===== config.mk =====
export PLATFORM = sky130hd
export DESIGN_NAME = ldc_top
export DESIGN_NICKNAME = d
export VERILOG_FILES = /design/src/verilog/ldc_channel_mode.v /design/src/verilog/ldc_buf2.v /design/src/verilog/ldc_top.v
export VERILOG_INCLUDE_DIRS = /design/src /design/src/verilog
export SDC_FILE = /design/constraint.sdc
export NUM_CORES = 1
export LEC_CHECK = 0
export BUFFER_PORTS_ARGS = -buffer_cell sky130_fd_sc_hd__clkbuf_2
export CAP_MARGIN = 10
export CORE_MARGIN = 5
export CORE_UTILIZATION = 48
export DETAILED_ROUTE_END_ITERATION = 10
export PLACE_DENSITY = 0.76
export SYNTH_ARGS = -nofsm -noshare
export SYNTH_HDL_FRONTEND = slang
export SYNTH_HIERARCHICAL = 1
export SYNTH_SLANG_ARGS = --single-unit
export TNS_END_PERCENT = 20

===== constraint.sdc =====
create_clock -name ref_clk_i -period 1.5 [get_ports ref_clk_i]
set_input_delay 0.3 -clock ref_clk_i [delete_from_list [all_inputs] [get_ports ref_clk_i]]
set_output_delay 0.3 -clock ref_clk_i [all_outputs]
set_load 0.005 [all_outputs]

===== src/verilog/ldc_defs.vh =====
`ifndef LDC_DEFS_VH
`define LDC_DEFS_VH

// ****************************************************************
// Port offsets, lower group (channels 0-3)
// ****************************************************************
`define LDC_LO_CHANNEL_MODE     8'h0B
`define LDC_LO_CLEAR_BYTE_PTR   8'h0C
`define LDC_LO_MASTER_CLEAR     8'h0D
`define LDC_LO_CLEAR_MASK       8'h0E
`define LDC_LO_ALL_MASK         8'h0F
// Word (address/count) ports 00-07: upper five address bits
`define LDC_LO_WORD_TOP         5'h00

// ****************************************************************
// Port offsets, upper group (channels 4-7)
// ****************************************************************
`define LDC_HI_CHANNEL_MODE     8'hD6
`define LDC_HI_CLEAR_BYTE_PTR   8'hD8
`define LDC_HI_MASTER_CLEAR     8'hDA
`define LDC_HI_CLEAR_MASK       8'hDC
`define LDC_HI_ALL_MASK         8'hDE
// Word ports C0-CE, even addresses only: upper nibble
`define LDC_HI_WORD_TOP         4'hC

// ****************************************************************
// Channel mode register fields
// ****************************************************************
`define LDC_MODE_XFER_HI        7
`define LDC_MODE_XFER_LO        6
`define LDC_MODE_DEC_BIT        5
`define LDC_MODE_AUTO_BIT       4
`define LDC_MODE_TYPE_HI        3
`define LDC_MODE_TYPE_LO        2
`define LDC_MODE_SEL_HI         1
`define LDC_MODE_SEL_LO         0
`define LDC_MODE_RESET          6'h00

`define LDC_XFER_DEMAND         2'h0
`define LDC_XFER_SINGLE         2'h1
`define LDC_XFER_RESERVED       2'h2
`define LDC_XFER_CASCADE        2'h3

`define LDC_TYPE_VERIFY         2'h0
`define LDC_TYPE_IO_TO_MEM      2'h1
`define LDC_TYPE_MEM_TO_IO      2'h2
`define LDC_TYPE_ILLEGAL        2'h3

// ****************************************************************
// Mask and read values
// ****************************************************************
`define LDC_MASK_RESET          4'hF
`define LDC_MASK_HI             3
`define LDC_MASK_LO             0
`define LDC_UNMAPPED_RDATA      8'hFF

`endif


===== src/verilog/ldc_channel_mode.v =====
`timescale 1ns/1ns
`default_nettype none

`include "ldc_defs.vh"

module ldc_channel_mode (
    input  wire       ref_clk_i,
    input  wire       reset_n_i,
    input  wire       master_clear_i,
    input  wire       mode_write_i,
    input  wire [5:0] mode_data_i,
    input  wire       terminal_count_i,
    output wire [1:0] transfer_mode_o,
    output wire       addr_decrement_o,
    output wire       autoinit_o,
    output wire [1:0] transfer_type_o,
    output reg        reload_o,
    output wire       tc_mask_set_o
);

    // Bits 7:2 of the mode byte, held as 5:0
    reg [5:0] mode;

    always @(posedge ref_clk_i or negedge reset_n_i) begin
        if (!reset_n_i) begin
            mode     <= `LDC_MODE_RESET;
            reload_o <= 1'b0;
        end else begin
            if (master_clear_i) begin
                mode <= `LDC_MODE_RESET;
            end else if (mode_write_i) begin
                mode <= mode_data_i;
            end
            reload_o <= terminal_count_i & mode[`LDC_MODE_AUTO_BIT - 2];
        end
    end

    assign transfer_mode_o  = mode[`LDC_MODE_XFER_HI - 2:`LDC_MODE_XFER_LO - 2];
    assign addr_decrement_o = mode[`LDC_MODE_DEC_BIT - 2];
    assign autoinit_o       = mode[`LDC_MODE_AUTO_BIT - 2];
    // Cascade channels never strobe, so the type reads as verify
    assign transfer_type_o  = (transfer_mode_o == `LDC_XFER_CASCADE) ? `LDC_TYPE_VERIFY :
                              mode[`LDC_MODE_TYPE_HI - 2:`LDC_MODE_TYPE_LO - 2];
    assign tc_mask_set_o    = terminal_count_i & ~mode[`LDC_MODE_AUTO_BIT - 2];

endmodule

`default_nettype wire


===== src/verilog/ldc_buf2.v =====
`timescale 1ns/1ns
`default_nettype none

module ldc_buf2 #(
    parameter WIDTH = 8
) (
    input  wire             ref_clk_i,
    input  wire             reset_n_i,
    input  wire             in_valid_i,
    output wire             in_ready_o,
    input  wire [WIDTH-1:0] in_data_i,
    output wire             out_valid_o,
    input  wire             out_ready_i,
    output wire [WIDTH-1:0] out_data_o
);

    reg [WIDTH-1:0] slot [0:1];
    reg             wr_ptr;
    reg             rd_ptr;
    reg [1:0]       count;

    wire push = in_valid_i & in_ready_o;
    wire pop  = out_valid_o & out_ready_i;

    assign in_ready_o  = (count != 2'h2);
    assign out_valid_o = (count != 2'h0);
    assign out_data_o  = slot[rd_ptr];

    always @(posedge ref_clk_i or negedge reset_n_i) begin
        if (!reset_n_i) begin
            slot[0] <= {WIDTH{1'b0}};
            slot[1] <= {WIDTH{1'b0}};
            wr_ptr  <= 1'b0;
            rd_ptr  <= 1'b0;
            count   <= 2'h0;
        end else begin
            if (push) begin
                slot[wr_ptr] <= in_data_i;
                wr_ptr       <= ~wr_ptr;
            end
            if (pop) begin
                rd_ptr <= ~rd_ptr;
            end
            if (push && !pop) begin
                count <= count + 2'h1;
            end else if (pop && !push) begin
                count <= count - 2'h1;
            end
        end
    end

endmodule

`default_nettype wire


===== src/verilog/ldc_top.v =====
// Summary of operation
// - Mode bits 7:6 select demand, single, cascade
// - Mode bit 5 picks increment or decrement
// - Mode bit 4 low ends at terminal count
// - Autoinitialize pulses reload the cycle after terminal count
// - Mode bits 3:2 encode the transfer type
// - Cascade channels ignore their transfer type
// - Mode bits 1:0 choose the written channel
// - Clear byte pointer write clears the pointer
// - Pointer steers low then high byte access
// - Reset and master clear clear the pointer
// - Master clear acts like a hardware reset for its own group
// - Clear mask write enables all four requests
// - All-mask write sets four masks at once
// - Terminal count sets mask unless autoinitializing
// - Reset sets all masks; master clear sets its own group's four masks
// - All-mask read returns the four mask bits
// - Disabling upper group also disables lower group
`timescale 1ns/1ns
`default_nettype none

`include "ldc_defs.vh"

module ldc_top (
    input  wire        ref_clk_i,
    input  wire        reset_n_i,
    // I/O port access
    input  wire [7:0]  io_addr_i,
    input  wire        io_wr_i,
    input  wire        io_rd_i,
    input  wire [7:0]  io_wdata_i,
    output wire        io_ready_o,
    output wire        rd_valid_o,
    input  wire        rd_ready_i,
    output wire [7:0]  rd_data_o,
    // Peripheral and engine side
    input  wire [7:0]  channel_request_line_i,
    input  wire [1:0]  group_disable_i,
    input  wire [7:0]  terminal_count_i,
    output reg  [7:0]  channel_request_gated_o,
    output wire [7:0]  mask_o,
    output wire [15:0] transfer_mode_o,
    output wire [7:0]  addr_decrement_o,
    output wire [7:0]  autoinit_o,
    output wire [15:0] transfer_type_o,
    output wire [7:0]  reload_o,
    output reg  [1:0]  master_clear_o,
    output reg  [1:0]  word_access_o,
    output reg  [1:0]  high_byte_o
);

    // ****************************************************************
    // Access qualification
    // ****************************************************************

    // Reads wait for room in the read buffer; writes are taken unless a read is asserted with them
    wire       rd_take;
    wire       wr_take;
    wire       buf_in_ready;

    assign io_ready_o = buf_in_ready;
    assign rd_take    = io_rd_i & buf_in_ready;
    assign wr_take    = io_wr_i & ~io_rd_i;

    // ****************************************************************
    // Port decode per group
    // ****************************************************************

    wire [1:0] hit_mode;
    wire [1:0] hit_clear_ptr;
    wire [1:0] hit_master_clear;
    wire [1:0] hit_clear_mask;
    wire [1:0] hit_all_mask;
    wire [1:0] hit_word;

    assign hit_mode[0]         = (io_addr_i == `LDC_LO_CHANNEL_MODE);
    assign hit_clear_ptr[0]    = (io_addr_i == `LDC_LO_CLEAR_BYTE_PTR);
    assign hit_master_clear[0] = (io_addr_i == `LDC_LO_MASTER_CLEAR);
    assign hit_clear_mask[0]   = (io_addr_i == `LDC_LO_CLEAR_MASK);
    assign hit_all_mask[0]     = (io_addr_i == `LDC_LO_ALL_MASK);
    assign hit_word[0]         = (io_addr_i[7:3] == `LDC_LO_WORD_TOP);

    // Upper group: same layout at its own ports
    assign hit_mode[1]         = (io_addr_i == `LDC_HI_CHANNEL_MODE);
    assign hit_clear_ptr[1]    = (io_addr_i == `LDC_HI_CLEAR_BYTE_PTR);
    assign hit_master_clear[1] = (io_addr_i == `LDC_HI_MASTER_CLEAR);
    assign hit_clear_mask[1]   = (io_addr_i == `LDC_HI_CLEAR_MASK);
    assign hit_all_mask[1]     = (io_addr_i == `LDC_HI_ALL_MASK);
    assign hit_word[1]         = (io_addr_i[7:4] == `LDC_HI_WORD_TOP) & ~io_addr_i[0];

    // ****************************************************************
    // Commands
    // ****************************************************************

    wire [1:0] do_master_clear;
    wire [1:0] do_clear_ptr;
    wire [1:0] do_clear_mask;
    wire [1:0] do_write_mask;
    wire [1:0] do_mode_write;
    wire [1:0] do_word_access;

    // Data value is ignored for the command ports
    assign do_master_clear = {2{wr_take}} & hit_master_clear;
    assign do_clear_ptr    = {2{wr_take}} & hit_clear_ptr;
    assign do_clear_mask   = {2{wr_take}} & hit_clear_mask;
    assign do_write_mask   = {2{wr_take}} & hit_all_mask;
    assign do_mode_write   = {2{wr_take}} & hit_mode;
    assign do_word_access  = {2{wr_take | rd_take}} & hit_word;

    // ****************************************************************
    // Per-channel mode registers
    // ****************************************************************

    wire [7:0] tc_mask_set;

    genvar c;
    generate
        for (c = 0; c < 8; c = c + 1) begin : g_chan
            wire sel_match;

            // Channel select codes 0-3 map to 4-7 in the upper group
            assign sel_match = (io_wdata_i[`LDC_MODE_SEL_HI:`LDC_MODE_SEL_LO] == c % 4);

            ldc_channel_mode u_mode (
                .ref_clk_i        (ref_clk_i),
                .reset_n_i        (reset_n_i),
                .master_clear_i   (do_master_clear[c / 4]),
                .mode_write_i     (do_mode_write[c / 4] & sel_match),
                .mode_data_i      (io_wdata_i[`LDC_MODE_XFER_HI:`LDC_MODE_TYPE_LO]),
                .terminal_count_i (terminal_count_i[c]),
                .transfer_mode_o  (transfer_mode_o[2*c+1:2*c]),
                .addr_decrement_o (addr_decrement_o[c]),
                .autoinit_o       (autoinit_o[c]),
                .transfer_type_o  (transfer_type_o[2*c+1:2*c]),
                .reload_o         (reload_o[c]),
                .tc_mask_set_o    (tc_mask_set[c])
            );
        end
    endgenerate

    // ****************************************************************
    // Mask registers and byte pointers
    // ****************************************************************

    reg  [7:0] mask;
    reg  [1:0] byte_ptr;
    reg  [7:0] next_mask;
    reg  [1:0] next_byte_ptr;
    integer    g;

    always @* begin
        next_mask     = mask;
        next_byte_ptr = byte_ptr;
        for (g = 0; g < 2; g = g + 1) begin
            if (do_master_clear[g]) begin
                next_mask[4*g +: 4] = `LDC_MASK_RESET;
            end else if (do_write_mask[g]) begin
                // Upper data bits are reserved and dropped
                next_mask[4*g +: 4] = io_wdata_i[`LDC_MASK_HI:`LDC_MASK_LO];
            end else if (do_clear_mask[g]) begin
                next_mask[4*g +: 4] = 4'h0;
            end
            // Terminal count set wins over a clearing write
            next_mask[4*g +: 4] = next_mask[4*g +: 4] | tc_mask_set[4*g +: 4];

            if (do_master_clear[g] || do_clear_ptr[g]) begin
                next_byte_ptr[g] = 1'b0;
            end else if (do_word_access[g]) begin
                next_byte_ptr[g] = ~byte_ptr[g];
            end
        end
    end

    always @(posedge ref_clk_i or negedge reset_n_i) begin
        if (!reset_n_i) begin
            mask           <= {2{`LDC_MASK_RESET}};
            byte_ptr       <= 2'h0;
            master_clear_o <= 2'h0;
            word_access_o  <= 2'h0;
            high_byte_o    <= 2'h0;
        end else begin
            mask           <= next_mask;
            byte_ptr       <= next_byte_ptr;
            // Lets the command, status and request logic clear itself
            master_clear_o <= do_master_clear;
            word_access_o  <= do_word_access;
            // Pointer value before the toggle picks the byte
            high_byte_o    <= byte_ptr;
        end
    end

    assign mask_o = mask;

    // ****************************************************************
    // Request line synchroniser and gating
    // ****************************************************************

    reg  [7:0] req_meta;
    reg  [7:0] req_sync;
    wire [3:0] low_eff;
    wire [3:0] high_raw;
    wire [3:0] high_eff;
    wire       low_group_off;

    always @(posedge ref_clk_i or negedge reset_n_i) begin
        if (!reset_n_i) begin
            req_meta <= 8'h00;
            req_sync <= 8'h00;
        end else begin
            req_meta <= channel_request_line_i;
            req_sync <= req_meta;
        end
    end

    // Lower group rides on channel 4, so the upper disable blocks it too
    assign low_group_off = group_disable_i[0] | group_disable_i[1];
    assign low_eff       = req_sync[3:0] & ~mask[3:0] & {4{~low_group_off}};

    // Channel 4 in cascade carries the lower group's demand
    assign high_raw[0]   = (transfer_mode_o[9:8] == `LDC_XFER_CASCADE) ? (|low_eff) : req_sync[4];
    assign high_raw[3:1] = req_sync[7:5];
    assign high_eff      = high_raw & ~mask[7:4] & {4{~group_disable_i[1]}};

    always @(posedge ref_clk_i or negedge reset_n_i) begin
        if (!reset_n_i) begin
            channel_request_gated_o <= 8'h00;
        end else begin
            channel_request_gated_o <= {high_eff, low_eff};
        end
    end

    // ****************************************************************
    // Read path
    // ****************************************************************

    reg [7:0] read_word;

    always @* begin
        if (hit_all_mask[0]) begin
            read_word = {4'h0, mask[3:0]};
        end else if (hit_all_mask[1]) begin
            read_word = {4'h0, mask[7:4]};
        end else begin
            read_word = `LDC_UNMAPPED_RDATA;
        end
    end

    // Two entries let a stalled reader lose no answer
    ldc_buf2 #(
        .WIDTH (8)
    ) u_rd_buf (
        .ref_clk_i   (ref_clk_i),
        .reset_n_i   (reset_n_i),
        .in_valid_i  (rd_take),
        .in_ready_o  (buf_in_ready),
        .in_data_i   (read_word),
        .out_valid_o (rd_valid_o),
        .out_ready_i (rd_ready_i),
        .out_data_o  (rd_data_o)
    );

endmodule

`default_nettype wire


==> results of run 1 <==
-- sequential cells by signal, summed over array words and instances, names as in the netlist, 8 cells and up --
signal	flops
mask_o	8
req_meta	8
g_chan.u_mode/mode	48
channel_request_gated_o	8
u_rd_buf/slot	16
g_chan.u_mode/reload_o	8
req_sync	8
-- per-layer routing --
layer	vias up	wire, um	track usage, %
met5	-	0	0
met4	0	169	7.532
met3	14	771	5.930
met2	113	6113	33.73
met1	1780	5229	25.98
li1	1682	-	-
-- logic make-up after synthesis --
group	count (synthesis)	share of synthesized area [%]
compound gates	31	5.156
xor+xnor	6	1.041
fa+ha+maj	1	0.2479
buf+inv	31	5.156
flops	116	57.71
mux	74	16.46
simple gates	135	14.23
-- what timing repair did --
action                                 CTS  global route
setup buffers                            2             1
pin swaps                               14             8
gates cloned                             0             0
hold buffers                            15             0
setup endpoints to repair               43            49
endpoints found under the hold margin   39             0
gates resized for setup                 26            20
-- cell usage after synthesis, types with 2 or more instances --
cell / count / area (um^2)
mux2i_1: 50 / 500.5
dfstp_2: 8 / 210.2
nand2b_1: 7 / 43.79
xor2_1: 3 / 26.28
or2_2: 2 / 12.51
mux2_2: 8 / 90.09
a221oi_1: 4 / 35.03
inv_1: 2 / 7.510
xnor2_1: 3 / 26.28
a21boi_0: 16 / 120.1
mux2_4: 16 / 240.2
nor3_1: 8 / 40.04
o22a_1: 4 / 35.03
nand4b_1: 2 / 17.52
nor2b_1: 9 / 56.30
nor2_1: 59 / 221.5
nor3b_1: 3 / 22.52
nand2_1: 13 / 48.80
a2111o_1: 4 / 45.04
nand3_1: 3 / 15.01
and2_1: 13 / 81.33
buf_4: 16 / 120.1
buf_6: 11 / 123.9
dfrtp_1: 108 / 2703
and3b_1: 2 / 17.52
-- how the worst max path moves through the flow --
| stage | start | endpoint | slack, ps | cells after the start |
|---|---|---|---|---|
| global placement | io_addr_i[7] | u_rd_buf/slot[13] | -330 | 6 |
| CTS | u_rd_buf/rd_ptr | rd_data_o[1] | -280 | 3 |
| finish | u_rd_buf/rd_ptr | rd_data_o[3] | -260 | 3 |
| global route | u_rd_buf/rd_ptr | rd_data_o[2] | -320 | 3 |
| floorplan | io_addr_i[4] | g_chan[0].u_mode/mode[0] | -120 | 6 |
| detailed placement | io_addr_i[7] | g_chan[0].u_mode/mode[1] | -430 | 8 |
-- cell type report --
| type | instances | area [um^2] |
|---|---|---|
| tap | 136 | 170.2 |
| clock buffer | 20 | 455.4 |
| fill | 813 | 3538 |
| inverter | 2 | 11.26 |
| sequential | 116 | 2918 |
| clock inverter | 12 | 130.1 |
| timing repair buffer | 178 | 1109 |
| multi-input combinational | 247 | 1946 |
-- power breakdown --
group / switching, W / internal (W) / leakage (nW) / total (W)
sequential: 0.000101 / 0.00329 / 1.44 / 0.00339
clock: 0.00139 / 0.00248 / 0.263 / 0.00387
combinational: 0.000555 / 0.000655 / 1.49 / 0.00121
total: 0.00205 / 0.00643 / 3.19 / 0.00848
-- through the flow --
| step | cells | total power, W | TNS (ps) | utilization (%) |
|---|---|---|---|---|
| 3_3_place_gp | 661 | 0.004405 | -16870 | 57.46 |
| 2_1_floorplan | 394 | 0.004016 | -3902 | - |
| 6_report | 711 | 0.008476 | -2612 | 65.57 |
| 4_1_cts | 710 | 0.008445 | -3608 | 64.99 |
| 3_5_place_dp | 661 | 0.004433 | -19960 | 57.46 |
| 5_1_grt | 711 | 0.008858 | -4617 | 65.57 |
-- layout by cell type, fill, tap and decap left out, drive strengths merged, types with 2 or more instances in the layout --
master / synthesis / final
a2111o: 4 / 4
a21boi: 16 / 16
a221oi: 4 / 4
and2: 15 / 15
and3: 2 / 2
and3b: 2 / 2
buf: 28 / 46
bufinv: 0 / 2
clkbuf: 1 / 137
clkinv: 0 / 2
clkinvlp: 0 / 9
dfrtp: 108 / 108
dfstp: 8 / 8
dlygate4sd3: 0 / 15
mux2: 24 / 24
mux2i: 50 / 50
nand2: 13 / 13
nand2b: 8 / 8
nand3: 3 / 3
nand4b: 2 / 2
nor2: 59 / 59
nor2b: 9 / 9
nor3: 10 / 10
nor3b: 3 / 3
o22a: 4 / 4
or2: 2 / 2
xnor2: 3 / 3
xor2: 3 / 3
==> impl_metrics.ini, run 1 <==
[floorplan]
initial_core_util_pct = 49.11
io_pins = 127
core_area_um2 = 10280
dieWidth_um = 112.5
placementRows = 37
die_h_um = 112.5
dieArea_um2 = 12670

[synthesis]
synthArstFlopShare_pct = 100.0
synth_cell_types = 45
synth_edf_count = 0
yosysWarnings = 6
postSynthNetCount = 434
ys_seq_elements = 116
syn_inst = 394
syn_avg_cell_area_um2 = 12.81
ys_dominant_reg_cell = dfrtp_1
synth_area_um2 = 5047
ys_seq_area_share_pct = 57.71

[clock_network]
clock_latency_ps = 510
clk_path_buf_depth = 2
clk_pin_slew_ps = 60
htreeDepth = 4
cts_buffers = 17
cts.sinks = 116
cts_root_buf = clkbuf_8
cts_tree = yes

[timing]
setup_slack_ps = -255.9
whs_ps = 26.77
finalCriticalPeriod_ps = 1756
maxSlewHeadroom_pct = 69.83
setup_viol = 29
max_freq_ghz = 0.5695
rsz0062_at_grt = yes
clock_skew_ps = 9.812
finalHoldViolations = 0
slew_violations = 0
finalCritPeriodShare_pct = 117.1
tightestPinTransition_ps = 452.5

[power_and_ir_drop]
total_leakage_power_nw = 3.194
power_density_nw_per_um2 = 1258
vdd_drop_max_uv = 744.8

[setup_path]
r2r_slack_ps = -10
timing.rr.end = u_rd_buf/count[1]
cp.arrival_ps = 1460
cp_max_fo = 5
cp_slowest_cell = dfrtp_2
critPathTopFamily = flip-flops
rr_worst_depth = 7
r2r_start = u_rd_buf/count[0]
slowest_delay_ps = 400
cp_num_buf_inv = 2
cp-start-kind = register
crit_chain = buf_6 -> mux2_4 -> clkbuf_2
required_ps = 1200
path_class = reg2out
crit_path_end_kind = output pin

[routing]
detail_route.iter0.violations = 173
drt_wl_total_um = 12280
post-route-drc-count = 0
ant_nets = 0
viasPerCell = 5.048
first_pass_iters = 4
detail_route.wl_per_cell_um = 17.28
num_vias = 3589

[placement]
hpwl_um = 8718
placed_cell_area_um2 = 5906
place.gp.congestion = 0.8548
portBuffers = 126
pre_cts_ws_ps = -427.0

[global_route]
antenna_found_initial = 0
grt_max_degree = 44
grt_remaining_overflow = 0
grt_pass1_vias = 3902
grt_pass1_wl_um = 20400
grt.total_usage_pct = 20.58

[run]
maxCapViolations = 0

[min_path]
hold_depth = 2
holdPathEnd = g_chan[1].u_mode/reload_o
hp-start = terminal_count_i[1]
hp-class = in2reg

[finish]
diodes = 0
fin_area_um2 = 6739
area_delta_synth_final_pct = 33.52
finalNetCount = 602
layout-drive-gt1-share_pct = 44.17

[run_status]
outcome = complete, but fails checks
violations = setup timing
No activity file was read; power rests on OpenSTA's default activity.
==> run 2: changes to the inputs <==
--- a/config.mk
+++ b/config.mk
@@ -6,12 +6,14 @@
 export SDC_FILE = /design/constraint.sdc
 export NUM_CORES = 1
 export LEC_CHECK = 0
+export ABC_AREA = 1
 export BUFFER_PORTS_ARGS = -buffer_cell sky130_fd_sc_hd__clkbuf_2
 export CAP_MARGIN = 10
 export CORE_MARGIN = 5
-export CORE_UTILIZATION = 48
+export CORE_UTILIZATION = 49
 export DETAILED_ROUTE_END_ITERATION = 10
-export PLACE_DENSITY = 0.76
+export PLACE_DENSITY = 0.77
+export RECOVER_POWER = 50
 export SYNTH_ARGS = -nofsm -noshare
 export SYNTH_HDL_FRONTEND = slang
 export SYNTH_HIERARCHICAL = 1
==> run 2 against run 1 <==
Net effect: the flow still finishes with violations (setup timing); register-to-register slack gained 120 ps; count of clock-buffer cells in the layout grew 2; flip-flop and latch count is the same; synthesized cell count grew 55%; combinational power grew 57%; wire length grew 12%; global-route usage grew 2.1 points; final area grew 5.0%; critical path type unchanged; largest cell class unchanged.
==> impl_metrics.ini, run 2 <==
[run_status]
outcome = complete, but fails checks
violations = setup timing

[timing]
setup-tns-final_ps = -1197
finalCriticalPeriod_ps = 1627
setup_slack_ps = -126.8
tightestPinTransition_ps = 675.6
whs_ps = 32.96
clock_skew_ps = 9.792
setup_viol = 23
slew_violations = 0
rsz0062_at_grt = yes
max_freq_ghz = 0.6147
maxSlewHeadroom_pct = 54.96
finalHoldViolations = 0
finalCritPeriodShare_pct = 108.5

[finish]
area_delta_synth_final_pct = 33.89
top_regs = g_chan.u_mode/mode (48), u_rd_buf/slot (16)
fill_cells = 854
multi_input_area_um2 = 1952
top_register = g_chan.u_mode/mode
area.sequential_um2 = 2919
layout-drive-gt1-share_pct = 31.11
largest_reg_flops = 48
diodes = 0
final_common_cell = nand2_1
final_core_util_pct = 66.12
finalNetCount = 822
final_cell_mix = nand2_1 (209), clkbuf_2 (112), dfrtp_1 (103)

[setup_path]
path_class = reg2out
cp_slowest_cell = dfrtp_1
crit_top_cell = nand2_1
rr_worst_depth = 11
timing.rr.end = u_rd_buf/count[1]
r2r_start = u_rd_buf/count[0]
cp_max_fo = 9
crit_chain = buf_6 -> nand2_1 -> nand2_1 -> buf_2
cp-start-kind = register
slowest_delay_ps = 410
critPathTopFamily = flip-flops
r2r_slack_ps = 110
cp.arrival_ps = 1330
required_ps = 1200
cp_num_buf_inv = 2
crit_path_end_kind = output pin

[power_and_ir_drop]
power.switching_w = 0.002705
power_frac_comb_pct = 19.2
power_density_nw_per_um2 = 1395
vdd_drop_max_uv = 1014
total_leakage_power_nw = 4.042
cell_internal_pwr_w = 0.007163
p_clk_share_pct = 42.7
switching_share_pct = 27.41
pwr-share-seq_pct = 38.1

[routing]
viasPerCell = 5.101
drt_wl_total_um = 13740
num_vias = 4764
first_pass_iters = 5
detail_route.wl_per_cell_um = 14.71
post-route-drc-count = 0
ant_nets = 0
top_layer = met4
dr_wl_met3_um = 831
wl_met2_um = 7128
detail_route.iter0.violations = 297
drt-met1-wl_um = 5575

[floorplan]
core_area_um2 = 10700
die_h_um = 113.8
io_pins = 127
dieArea_um2 = 12960
dieWidth_um = 113.8
placementRows = 38
initial_core_util_pct = 49.38

[synthesis]
synth_area_leaders = dfrtp_1 (51%), nand2_1 (15%), nand3_1 (6.3%)
yosysWarnings = 6
synth_common_cells = nand2_1 (212), dfrtp_1 (108), nand3_1 (67)
yosysTopAreaCell = dfrtp_1
synth_top_area_share_pct = 51.16
syn_avg_cell_area_um2 = 8.674
yosysMostFrequentCell = nand2_1
ys_seq_elements = 116
ys_seq_area_share_pct = 55.14
postSynthNetCount = 649
synth_edf_count = 0
synth_cell_types = 29
synthArstFlopShare_pct = 100.0
ys_dominant_reg_cell = dfrtp_1
syn_inst = 609
synth_area_um2 = 5283

[min_path]
hp-start = rd_ready_i
holdPathEnd = u_rd_buf/rd_ptr
hold_depth = 3
hp-class = in2reg

[clock_network]
htreeDepth = 4
cts_root_buf = clkbuf_8
cts_buffers = 17
clock_latency_ps = 520
clk_path_buf_depth = 2
cts_tree = yes
clk_pin_slew_ps = 50
cts.sinks = 116

[global_route]
grt_max_degree = 34
grt_remaining_overflow = 0
grt_pass1_wl_um = 23230
grt.total_usage_pct = 22.67
antenna_found_initial = 0
grt_pass1_vias = 4913

[placement]
portBuffers = 126
pre_cts_ws_ps = -174.1
place.gp.congestion = 0.8580
hpwl_um = 9829

[run]
maxCapViolations = 0
-- run 2: worst reg2reg max path, delay by kind of cell (launching register included) --
kind | cells | cell delay, ps
flip-flops | 1 | 410
AND/OR/NAND/NOR | 6 | 390
buffers and inverters | 4 | 270
adder cells (fa/ha/maj) | 1 | 210
-- run 2: power by group through the flow --
stage,clock (W),sequential (W),combinational [W]
floorplan,0,0.00371,0.00133
global placement,0,0.00376,0.00177
detailed placement,0,0.00378,0.00185
CTS,0.00428,0.00375,0.00193
global route,0.00443,0.00381,0.00214
finish,0.00421,0.00376,0.00190
-- run 2: worst max-delay path by stage --
stage,depth (start not counted),slack [ps],start,end
floorplan,14,-100,u_rd_buf/count[0],u_rd_buf/count[1]
global placement,10,-90,io_addr_i[7],g_chan[0].u_mode/mode[0]
detailed placement,10,-170,io_addr_i[7],g_chan[3].u_mode/mode[3]
CTS,4,-130,u_rd_buf/rd_ptr,rd_data_o[0]
global route,4,-180,u_rd_buf/rd_ptr,rd_data_o[0]
finish,4,-130,u_rd_buf/rd_ptr,rd_data_o[0]
-- run 2: cell families after synthesis --
group,after synthesis,synth area share [%]
buffers and inverters,94,9.143
adder cells (fa/ha/maj),1,0.2368
AND/OR/NAND/NOR,376,32.57
XOR/XNOR,1,0.1658
AO/OA/AOI/OAI,21,2.748
flip-flops,116,55.14
-- run 2: per-layer routing --
metal  up-vias  global-route usage [%]
met5         -                       0
met4         0                   7.363
met3        22                   6.048
met2       166                   38.40
met1      2314                   28.40
li1       2262                       -
-- run 2: area by class of cell --
class | instances | share of cell area [%]
Sequential cell | 116 | 41.27
Multi-Input combinational cell | 399 | 27.60
Timing Repair Buffer | 176 | 15.62
Clock buffer | 22 | 6.687
Inverter | 72 | 4.228
Tap cell | 140 | 2.477
Clock inverter | 9 | 2.123
-- run 2: repair_timing --
item,4_1_cts,5_1_grt
endpoints found under the hold margin,36,0
endpoints found under the setup margin,34,43
pin swaps,6,7
resized for setup,24,28
buffers inserted,1,1
hold buffers,18,0
-- run 2: per-stage QoR --
step	area (um^2)	total power, W	std cells
6_report	7073	0.009868	934
5_1_grt	7073	0.01037	934
4_1_cts	7059	0.009959	933
3_5_place_dp	6225	0.005637	883
3_3_place_gp	6225	0.005533	883
2_1_floorplan	5321	0.005032	609
